**src/logic/msg_pkg.sv**
```systemverilog
// constants and types shared by both ends of the order/reply message layer
// assumes byte-wide message streams, one byte per accepted handshake
package msg_pkg;
  // message geometry
  localparam int DATA_MAX = 13;
  localparam int HDR_BYTES = 5;
  localparam int BUF_BYTES = 18;
  localparam logic [7:0] LEN_OVERHEAD = 8'h07;
  localparam logic [7:0] LEN_MIN = 8'h07;
  localparam logic [7:0] LEN_MAX = 8'h14;
  localparam logic [7:0] WIRE_TRIM = 8'h02;
  localparam logic [3:0] DATA_MAX_CNT = 4'hD;
  // byte positions
  localparam int POS_LEN = 0;
  localparam int POS_FLAGS = 1;
  localparam int POS_NODE = 2;
  localparam int POS_TASK = 3;
  localparam int POS_CMD = 4;
  // flag byte bits
  localparam int MT_BIT = 7;
  localparam int SE_BIT = 6;
  localparam int DE_BIT = 5;
  localparam int TR_BIT = 4;
  // response codes
  localparam logic [7:0] RESP_OK = 8'h00;
  localparam logic [7:0] RESP_NO_TASK = 8'h80;
  localparam logic [7:0] RESP_PROTO = 8'h91;
  localparam logic [7:0] RESP_NO_DEV = 8'h93;
  // node address range
  localparam logic [7:0] NODE_MIN = 8'h01;
  localparam logic [7:0] NODE_MAX = 8'hFA;
  // outstanding message limit
  localparam logic [2:0] OUT_MAX = 3'h7;
  // controller register offsets
  localparam logic [7:0] ADDR_CMD = 8'h00;
  localparam logic [7:0] ADDR_STATUS = 8'h04;
  localparam logic [7:0] ADDR_TX_HDR = 8'h08;
  localparam logic [7:0] ADDR_TX_CNT = 8'h0C;
  localparam logic [7:0] ADDR_RX_HDR = 8'h10;
  localparam logic [7:0] ADDR_RX_LEN = 8'h14;
  localparam logic [7:0] ADDR_TIMEOUT = 8'h18;
  localparam logic [1:0] WIN_TX_DATA = 2'h1;
  localparam logic [1:0] WIN_RX_DATA = 2'h2;
  // status and command bits
  localparam int CMD_SEND = 0;
  localparam int ST_BUSY = 0;
  localparam int ST_RX_VALID = 1;
  localparam int ST_POLL = 2;
  localparam int ST_REFUSED = 3;
  localparam int ST_TIMEOUT = 4;
  localparam int ST_OUT_LSB = 8;
  // tx header register fields
  localparam int HDR_NODE_LSB = 0;
  localparam int HDR_DST_LSB = 8;
  localparam int HDR_SRC_LSB = 12;
  localparam int HDR_SE = 16;
  localparam int HDR_DE = 17;
  localparam int HDR_CMD_LSB = 24;

  typedef logic [BUF_BYTES-1:0][7:0] msg_buf_t;
  typedef logic [DATA_MAX-1:0][7:0] msg_data_t;
endpackage : msg_pkg

```
**src/logic/msg_link_if.sv**
```systemverilog
// byte streams between master node and slave node message layers
// assumes the link layer below delivers whole messages in order per direction
`timescale 1ns/100ps
interface msg_link_if;
  logic m2s_valid;
  logic m2s_ready;
  logic [7:0] m2s_data;
  logic m2s_last;
  logic s2m_valid;
  logic s2m_ready;
  logic [7:0] s2m_data;
  logic s2m_last;
  logic poll;

  modport master_end (
    output m2s_valid, m2s_data, m2s_last, s2m_ready, poll,
    input m2s_ready, s2m_valid, s2m_data, s2m_last
  );
  modport slave_end (
    input m2s_valid, m2s_data, m2s_last, s2m_ready, poll,
    output m2s_ready, s2m_valid, s2m_data, s2m_last
  );
endinterface : msg_link_if

```
**src/logic/msg_master_end.sv**
```systemverilog
// master node message layer: software builds orders over APB,
// the block sends them, polls while orders are open and collects replies
// assumes APB from a single master on clk; pready is always high
`timescale 1ns/100ps
module msg_master_end (
  // clock and reset
  input wire logic clk,
  input wire logic reset,
  // APB slave
  input wire logic psel,
  input wire logic penable,
  input wire logic pwrite,
  input wire logic [7:0] paddr,
  input wire logic [31:0] pwdata,
  output logic [31:0] prdata,
  output logic pready,
  output logic pslverr,
  // link toward the slave node
  msg_link_if.master_end link
);
  logic [7:0] tx_node_reg;
  logic [3:0] tx_src_reg;
  logic [3:0] tx_dst_reg;
  logic tx_se_reg;
  logic tx_de_reg;
  logic [7:0] tx_cmd_reg;
  logic [3:0] tx_cnt_reg;
  msg_pkg::msg_data_t tx_data_reg;
  msg_pkg::msg_buf_t rx_buf_reg;
  logic [4:0] rx_cnt_reg;
  logic rx_over_reg;
  logic rx_check_reg;
  logic rx_valid_reg;
  logic start_reg;
  logic refused_reg;
  logic timeout_reg;
  logic [31:0] to_limit_reg;
  logic [31:0] to_cnt_reg;
  logic [2:0] out_reg;
  logic [31:0] prdata_reg;

  logic wr;
  logic rd_setup;
  logic hit;
  logic [31:0] rd_mux;
  logic [3:0] win_idx;
  logic send_req;
  logic send_ok;
  logic tx_busy;
  logic tx_valid;
  logic tx_last;
  logic [4:0] tx_idx;
  logic tx_done;
  logic [7:0] tx_byte;
  logic [7:0] tx_len;
  logic rx_take;
  logic rx_end;
  logic [7:0] rx_len;
  logic rx_good;

  assign wr = psel && penable && pwrite;
  assign rd_setup = psel && !penable && !pwrite;
  assign win_idx = paddr[5:2];

  always_comb begin
    rd_mux = 32'h0000_0000;
    hit = 1'b1;
    case (paddr)
      msg_pkg::ADDR_CMD: rd_mux = 32'h0000_0000;
      msg_pkg::ADDR_STATUS: rd_mux = {21'h0, out_reg, 3'h0, timeout_reg, refused_reg,
        link.poll, rx_valid_reg, tx_busy || start_reg};
      msg_pkg::ADDR_TX_HDR: rd_mux = {tx_cmd_reg, 6'h00, tx_de_reg, tx_se_reg, tx_src_reg,
        tx_dst_reg, tx_node_reg};
      msg_pkg::ADDR_TX_CNT: rd_mux = {28'h0, tx_cnt_reg};
      msg_pkg::ADDR_RX_HDR: rd_mux = {rx_buf_reg[msg_pkg::POS_CMD], rx_buf_reg[msg_pkg::POS_TASK],
        rx_buf_reg[msg_pkg::POS_NODE], rx_buf_reg[msg_pkg::POS_FLAGS]};
      msg_pkg::ADDR_RX_LEN: rd_mux = {24'h0, rx_buf_reg[msg_pkg::POS_LEN]};
      msg_pkg::ADDR_TIMEOUT: rd_mux = to_limit_reg;
      default: begin
        hit = (paddr[1:0] == 2'h0) && (win_idx < 4'(msg_pkg::DATA_MAX))
          && ((paddr[7:6] == msg_pkg::WIN_TX_DATA) || (paddr[7:6] == msg_pkg::WIN_RX_DATA));
        if (hit && paddr[7:6] == msg_pkg::WIN_TX_DATA) begin
          rd_mux = {24'h0, tx_data_reg[win_idx]};
        end else if (hit) begin
          rd_mux = {24'h0, rx_buf_reg[5'(msg_pkg::HDR_BYTES) + {1'b0, win_idx}]};
        end
      end
    endcase
  end

  always_ff @(posedge clk or posedge reset) begin
    if (reset) begin
      prdata_reg <= 32'h0000_0000;
    end else if (rd_setup) begin
      prdata_reg <= rd_mux;
    end
  end
  assign prdata = prdata_reg;
  assign pready = 1'b1;
  assign pslverr = psel && penable && !hit;

  // order registers
  always_ff @(posedge clk or posedge reset) begin
    if (reset) begin
      tx_node_reg <= msg_pkg::NODE_MIN;
      tx_src_reg <= 4'h0;
      tx_dst_reg <= 4'h0;
      tx_se_reg <= 1'b0;
      tx_de_reg <= 1'b0;
      tx_cmd_reg <= 8'h00;
      tx_cnt_reg <= 4'h0;
      tx_data_reg <= '0;
      to_limit_reg <= 32'h0000_0000;
    end else if (wr) begin
      if (paddr == msg_pkg::ADDR_TX_HDR) begin
        tx_node_reg <= pwdata[msg_pkg::HDR_NODE_LSB +: 8];
        tx_dst_reg <= pwdata[msg_pkg::HDR_DST_LSB +: 4];
        tx_src_reg <= pwdata[msg_pkg::HDR_SRC_LSB +: 4];
        tx_se_reg <= pwdata[msg_pkg::HDR_SE];
        tx_de_reg <= pwdata[msg_pkg::HDR_DE];
        tx_cmd_reg <= pwdata[msg_pkg::HDR_CMD_LSB +: 8];
      end
      if (paddr == msg_pkg::ADDR_TX_CNT) begin
        // longer data would exceed what the slave accepts
        tx_cnt_reg <= (pwdata[3:0] > msg_pkg::DATA_MAX_CNT) ? msg_pkg::DATA_MAX_CNT
          : pwdata[3:0];
      end
      if (paddr == msg_pkg::ADDR_TIMEOUT) begin
        to_limit_reg <= pwdata;
      end
      if (hit && paddr[7:6] == msg_pkg::WIN_TX_DATA) begin
        tx_data_reg[win_idx] <= pwdata[7:0];
      end
    end
  end

  // send request: refused when busy, at the limit or to an invalid node
  assign send_req = wr && (paddr == msg_pkg::ADDR_CMD) && pwdata[msg_pkg::CMD_SEND];
  assign send_ok = !tx_busy && !start_reg && (out_reg != msg_pkg::OUT_MAX)
    && (tx_node_reg >= msg_pkg::NODE_MIN) && (tx_node_reg <= msg_pkg::NODE_MAX);

  always_ff @(posedge clk or posedge reset) begin
    if (reset) begin
      start_reg <= 1'b0;
    end else begin
      start_reg <= send_req && send_ok;
    end
  end

  assign tx_len = {4'h0, tx_cnt_reg} + msg_pkg::LEN_OVERHEAD;

  always_comb begin
    case (tx_idx)
      5'h00: tx_byte = tx_len;
      5'h01: tx_byte = {1'b0, tx_se_reg, tx_de_reg, 1'b0, 4'h0};
      5'h02: tx_byte = tx_node_reg;
      5'h03: tx_byte = {tx_src_reg, tx_dst_reg};
      5'h04: tx_byte = tx_cmd_reg;
      default: tx_byte = tx_data_reg[4'(tx_idx - 5'h05)];
    endcase
  end

  msg_tx_seq u_tx_seq (
    .clk(clk),
    .reset(reset),
    .start(start_reg),
    .wire_len(tx_len - msg_pkg::WIRE_TRIM),
    .busy(tx_busy),
    .valid(tx_valid),
    .ready(link.m2s_ready),
    .last(tx_last),
    .idx(tx_idx)
  );

  assign link.m2s_valid = tx_valid;
  assign link.m2s_last = tx_last;
  assign link.m2s_data = tx_byte;
  assign tx_done = tx_valid && tx_last && link.m2s_ready;

  // reply reception, a good reply held until software releases it
  assign link.s2m_ready = !rx_valid_reg && !rx_check_reg;
  assign rx_take = link.s2m_valid && link.s2m_ready;
  assign rx_end = rx_take && link.s2m_last;
  assign rx_len = rx_buf_reg[msg_pkg::POS_LEN];
  assign rx_good = !rx_over_reg && (rx_cnt_reg >= 5'(msg_pkg::HDR_BYTES))
    && (rx_len >= msg_pkg::LEN_MIN) && (rx_len <= msg_pkg::LEN_MAX)
    && ({3'h0, rx_cnt_reg} == rx_len - msg_pkg::WIRE_TRIM)
    && rx_buf_reg[msg_pkg::POS_FLAGS][msg_pkg::MT_BIT]
    && (rx_buf_reg[msg_pkg::POS_NODE] >= msg_pkg::NODE_MIN)
    && (rx_buf_reg[msg_pkg::POS_NODE] <= msg_pkg::NODE_MAX);

  always_ff @(posedge clk or posedge reset) begin
    if (reset) begin
      rx_buf_reg <= '0;
      rx_cnt_reg <= 5'h00;
      rx_over_reg <= 1'b0;
      rx_check_reg <= 1'b0;
    end else begin
      rx_check_reg <= rx_end;
      if (rx_take) begin
        if (rx_cnt_reg < 5'(msg_pkg::BUF_BYTES)) begin
          rx_buf_reg[rx_cnt_reg] <= link.s2m_data;
          rx_cnt_reg <= rx_cnt_reg + 5'h01;
        end else begin
          rx_over_reg <= 1'b1;
        end
      end else if (rx_check_reg) begin
        rx_cnt_reg <= 5'h00;
        rx_over_reg <= 1'b0;
        rx_buf_reg[msg_pkg::POS_FLAGS][msg_pkg::TR_BIT] <= 1'b1;
      end
    end
  end

  // sticky flags, a set in the clearing cycle wins
  always_ff @(posedge clk or posedge reset) begin
    if (reset) begin
      rx_valid_reg <= 1'b0;
      refused_reg <= 1'b0;
      timeout_reg <= 1'b0;
    end else begin
      if (rx_check_reg && rx_good) begin
        rx_valid_reg <= 1'b1;
      end else if (wr && paddr == msg_pkg::ADDR_STATUS && pwdata[msg_pkg::ST_RX_VALID]) begin
        rx_valid_reg <= 1'b0; // bad replies never set it
      end
      if (send_req && !send_ok) begin
        refused_reg <= 1'b1;
      end else if (wr && paddr == msg_pkg::ADDR_STATUS && pwdata[msg_pkg::ST_REFUSED]) begin
        refused_reg <= 1'b0;
      end
      if (to_limit_reg != 32'h0000_0000 && to_cnt_reg == to_limit_reg) begin
        timeout_reg <= 1'b1;
      end else if (wr && paddr == msg_pkg::ADDR_STATUS && pwdata[msg_pkg::ST_TIMEOUT]) begin
        timeout_reg <= 1'b0;
      end
    end
  end

  // reply wait timer, restarted by each reply message
  always_ff @(posedge clk or posedge reset) begin
    if (reset) begin
      to_cnt_reg <= 32'h0000_0000;
    end else if (out_reg == 3'h0 || rx_end || to_cnt_reg == to_limit_reg) begin
      to_cnt_reg <= 32'h0000_0000;
    end else begin
      to_cnt_reg <= to_cnt_reg + 32'h0000_0001;
    end
  end

  // orders sent minus reply messages seen
  always_ff @(posedge clk or posedge reset) begin
    if (reset) begin
      out_reg <= 3'h0;
    end else begin
      case ({tx_done, rx_end})
        2'b10: out_reg <= out_reg + 3'h1;
        2'b01: out_reg <= (out_reg == 3'h0) ? 3'h0 : out_reg - 3'h1;
        default: out_reg <= out_reg;
      endcase
    end
  end
  assign link.poll = (out_reg != 3'h0);
endmodule : msg_master_end

```
**src/logic/msg_tx_seq.sv**
```systemverilog
// byte sequencer: walks a buffer index over one outgoing message
// assumes the parent supplies the byte for idx and holds wire_len while busy
`timescale 1ns/100ps
module msg_tx_seq (
  // clock and reset
  input wire logic clk,
  input wire logic reset,
  // control
  input wire logic start,
  input wire logic [7:0] wire_len,
  output logic busy,
  // stream side
  output logic valid,
  input wire logic ready,
  output logic last,
  output logic [4:0] idx
);
  logic busy_reg;
  logic [4:0] idx_reg;

  always_ff @(posedge clk or posedge reset) begin
    if (reset) begin
      busy_reg <= 1'b0;
      idx_reg <= 5'h00;
    end else if (start && !busy_reg) begin
      busy_reg <= 1'b1;
      idx_reg <= 5'h00;
    end else if (busy_reg && ready) begin
      if (last) begin
        busy_reg <= 1'b0;
      end else begin
        idx_reg <= idx_reg + 5'h01;
      end
    end
  end

  assign busy = busy_reg;
  assign valid = busy_reg;
  assign idx = idx_reg;
  assign last = busy_reg && ({3'h0, idx_reg} == wire_len - 8'h01);
endmodule : msg_tx_seq

```
**src/flat_wrapper.sv**
```systemverilog
// flat-port wrapper written by rule: the top's interface ports become plain ports
module msg_master_end_flat 
  (clk, reset, psel, penable, pwrite, paddr, pwdata, prdata, pready, pslverr, link_m2s_valid, link_m2s_data, link_m2s_last, link_s2m_ready, link_poll, link_m2s_ready, link_s2m_valid, link_s2m_data, link_s2m_last);
  msg_link_if link_i ();
  input wire logic clk;
  input wire logic reset;
  input wire logic psel;
  input wire logic penable;
  input wire logic pwrite;
  input wire logic [7:0] paddr;
  input wire logic [31:0] pwdata;
  output logic [31:0] prdata;
  output logic pready;
  output logic pslverr;
  output wire logic [$bits(link_i.m2s_valid)-1:0] link_m2s_valid;
  output wire logic [$bits(link_i.m2s_data)-1:0] link_m2s_data;
  output wire logic [$bits(link_i.m2s_last)-1:0] link_m2s_last;
  output wire logic [$bits(link_i.s2m_ready)-1:0] link_s2m_ready;
  output wire logic [$bits(link_i.poll)-1:0] link_poll;
  input wire logic [$bits(link_i.m2s_ready)-1:0] link_m2s_ready;
  input wire logic [$bits(link_i.s2m_valid)-1:0] link_s2m_valid;
  input wire logic [$bits(link_i.s2m_data)-1:0] link_s2m_data;
  input wire logic [$bits(link_i.s2m_last)-1:0] link_s2m_last;
  assign link_m2s_valid = link_i.m2s_valid;
  assign link_m2s_data = link_i.m2s_data;
  assign link_m2s_last = link_i.m2s_last;
  assign link_s2m_ready = link_i.s2m_ready;
  assign link_poll = link_i.poll;
  assign link_i.m2s_ready = link_m2s_ready;
  assign link_i.s2m_valid = link_s2m_valid;
  assign link_i.s2m_data = link_s2m_data;
  assign link_i.s2m_last = link_s2m_last;
  msg_master_end u_core (.clk(clk), .reset(reset), .psel(psel), .penable(penable), .pwrite(pwrite), .paddr(paddr), .pwdata(pwdata), .prdata(prdata), .pready(pready), .pslverr(pslverr), .link(link_i));
endmodule
```
**config.mk**
```make
export PLATFORM = sky130hd
export DESIGN_NAME = msg_master_end_flat
export DESIGN_NICKNAME = d
export VERILOG_FILES = /design/src/logic/msg_pkg.sv /design/src/logic/msg_link_if.sv /design/src/logic/msg_master_end.sv /design/src/logic/msg_tx_seq.sv /design/src/flat_wrapper.sv
export SDC_FILE = /design/constraint.sdc
export NUM_CORES = 1
export LEC_CHECK = 0
export ABC_AREA = 1
export BUFFER_PORTS_ARGS = -buffer_cell sky130_fd_sc_hd__buf_4
export CAP_MARGIN = 10
export CORE_MARGIN = 8
export CORE_UTILIZATION = 30
export CTS_CLUSTER_SIZE = 40
export DETAILED_ROUTE_END_ITERATION = 8
export GPL_ROUTABILITY_DRIVEN = 0
export PLACE_DENSITY_LB_ADDON = 0.05
export SYNTH_ARGS = -nofsm -noshare
export SYNTH_HDL_FRONTEND = slang
export SYNTH_SLANG_ARGS = --single-unit
```
**constraint.sdc**
```tcl
create_clock -name clk -period 12.4 [get_ports clk]
set_input_delay 0.62 -clock clk [delete_from_list [all_inputs] [get_ports clk]]
set_output_delay 0.62 -clock clk [all_outputs]
set_load 0.02 [all_outputs]
```
==> results_dict.tcl <==
set metrics [dict create \
    synth_nets 3108 \
    synth_flop_cell "dfrtp_1" \
    firstDrtPassIters 5 \
    grt_pass1_wl_microns 131000 \
    drive_above_1_share 0.0870 \
    vias 20600 \
    p_leak_nw 12.0 \
    fillCellCount 7814 \
    ir_drop_uv 153 \
    finalMaxSlewViolations 0 \
    layout.area.seq_sq_um 9860 \
    fin_skew_ns 0.0194 \
    async_flop_share 1.00 \
    cts_tree "done" \
    power_mw 3.91 \
    netlist_instances 3024 \
    critPathMostFrequentCell "buf_4" \
    cts_made_buffers 50 \
    initial_core_util 0.301 \
    wl_microns 86900 \
    die-area_sq_um 81600 \
    slew_headroom 0.226 \
    ctsHoldBuffers 0 \
    crit_arrival_ns 4.10 \
    synth.distinct_cells 49 \
    final-hold-violation-count 0 \
    io_pins 102 \
    maxCapViolCount 0 \
    drc_errors 0 \
    dieHeight_microns 286 \
    numPortBuffers 100 \
    synth_area_sq_um 21800 \
    via_per_inst 5.07 \
    criticalPathCategory "in2out" \
    grt_pass1_vias 20200 \
    clk_pin_slew_worst_paths_ns 0.06 \
    ys_warn_count 0 \
    worst_pin_slew_ns 1.16 \
    cts_setup_buffers 0 \
    stdcell_count 4051 \
    rsz0062_at_grt "no" \
    ys_seq_area_frac 0.452 \
    crit_start "paddr[2]" \
    cp_slowest_cell "nor3_1" \
    critical_path.endpoint_type "output pin" \
    grt_use_total 0.209 \
    critPathMaxFanout 57 \
    ant_nets 0 \
    cellPowerDensity_nw_per_um2 156 \
    grt_max_degree 92 \
    tns_ns 0 \
    dp_hpwl_microns 62500 \
    setup_viol 0 \
    syn_avg_cell_area_sq_um 7.21 \
    min_period_over_period 0.381 \
    cts.sinks 394 \
    grt_overflow 0 \
    r2r-start "u_core.u_tx_seq.idx[0]" \
    h-tree-depth 2 \
    cp.required_ns 11.78 \
    antenna_found_initial 2 \
    die_w_microns 286 \
    ys_ff_latch 394 \
    status "completed" \
    wl_per_cell_microns 21.4 \
    fmax_mhz 212 \
    crit_chain "buf_4 > clkinv_2 > buf_4 > ha_1 > inv_1 > nor2_8 > nand2_4 > nand2_1 > nor2_2 > nand3b_2 > nor3_1 > buf_4" \
    fin_crit_ns 4.72 \
    clockBufferDepth 3 \
    fp.coreArea_sq_um 72500 \
    rows 99 \
    max_stage_delay_ns 0.55 \
    n_antenna_cell 0 \
    cts_root_buf "clkbuf_16" \
    multi_input_area_sq_um 10300 \
    drt-initial-drc-count 1871 \
    final_nets 3136 \
    clk_latency_ns 0.60 \
    holdWs_ns 0.0886 \
    cts_resized 0 \
    worstHoldPathType "in2async" \
    dp.cells 3959 \
    syn2layout_area_growth_pct 14.9 \
    largest_register_ffs 136 \
    synth_edf_count 0 \
    crit_path_start_kind "input pin" \
]
[power breakdown]
part	total (mW)	switching, mW	internal (mW)
combinational	0.970	0.687	0.283
clock	1.56	0.607	0.955
sequential	1.37	0.0527	1.32
[path summary, 6_finish.rpt]
kind	to	slack (ns)	cells past startpoint
max reg2reg	u_core.out_reg[0]	9.64	12
max in group asynchronous	u_core.u_tx_seq.idx[0]	9.51	5
min	u_core.rx_buf_reg[64]	0.09	2
min in group clk	u_core.u_tx_seq.busy	0.22	2
min reg2reg	u_core.tx_data_reg[77]	0.47	2
max	pslverr	7.68	12
[metrics by stage]
step,utilization,setup WS (ns),area [sq um]
after floorplan,-,0.827,21800
after global placement,0.321,7.49,23300
after detailed placement,0.321,7.43,23300
after CTS,0.346,7.65,25100
after global routing,0.346,7.41,25100
final,0.346,7.68,25100
[cell families (layout without fill, tap and decap cells)]
logic type	Yosys count	count (layout)	synth area share
xor gates and xnor gates	51	51	0.0205
muxes	3	3	0.00155
buffers and inverters	416	484	0.0770
other	1	1	0.000172
and+or+nand+nor	1678	1678	0.322
AOI/OAI and AO/OA	453	453	0.110
DFF	394	394	0.452
adders and majority gates	28	28	0.0161
[critical path: cells and delay by family]
family | cells | cell delay, ns
buffers and inverters | 5 | 1.90
AND/OR/NAND/NOR | 6 | 1.19
adder cells (fa/ha/maj) | 1 | 0.32
[layout by cell type (no fill, tap or decap), types with 22 or more instances in the layout]
| master | count |
|---|---|
| a21oi_1 | 96 |
| buf_4 | 121 |
| clkbuf_16 | 52 |
| dfrtp_1 | 392 |
| ha_1 | 27 |
| inv_1 | 258 |
| nand2_1 | 1075 |
| nand3_1 | 337 |
| nor2_1 | 156 |
| nor3_1 | 26 |
| o21ai_0 | 310 |
| xnor2_1 | 29 |
| xor2_1 | 22 |
[routing by layer]
| metal | vias up | part of all wire | global-route usage |
|---|---|---|---|
| li1 | 9813 | - | - |
| met1 | 10100 | 0.48 | 0.301 |
| met2 | 565 | 0.45 | 0.329 |
| met3 | 100 | 0.049 | 0.0286 |
| met4 | 0 | 0.021 | 0.0482 |
| met5 | - | 0 | 0 |
[final cells by class]
| cell class | count | share of cell area |
|---|---|---|
| multi-input cells | 2214 | 0.410 |
| flip-flops and latches | 394 | 0.394 |
| clock inverters | 16 | 0.00829 |
| repair buffers | 121 | 0.0363 |
| inverters | 271 | 0.0413 |
| clock buffers | 76 | 0.0627 |
| well taps | 959 | 0.0479 |
[synthesized netlist by cell type (all sizes together), types with 7 or more instances]
cell | count | area share
o211ai | 8 | 0.0028
clkbuf | 97 | 0.017
nand4 | 21 | 0.0060
o21ai | 310 | 0.071
nor2 | 170 | 0.033
nand2 | 1096 | 0.19
nand3 | 337 | 0.077
nor4 | 17 | 0.0052
a221oi | 11 | 0.0044
dfrtp | 393 | 0.45
a21oi | 97 | 0.022
xor2 | 22 | 0.0088
nor3 | 28 | 0.0067
ha | 28 | 0.016
xnor2 | 29 | 0.012
a22o | 7 | 0.0028
or2 | 7 | 0.0020
buf | 48 | 0.013
inv | 267 | 0.046
Power figures use the tool's default switching activity.
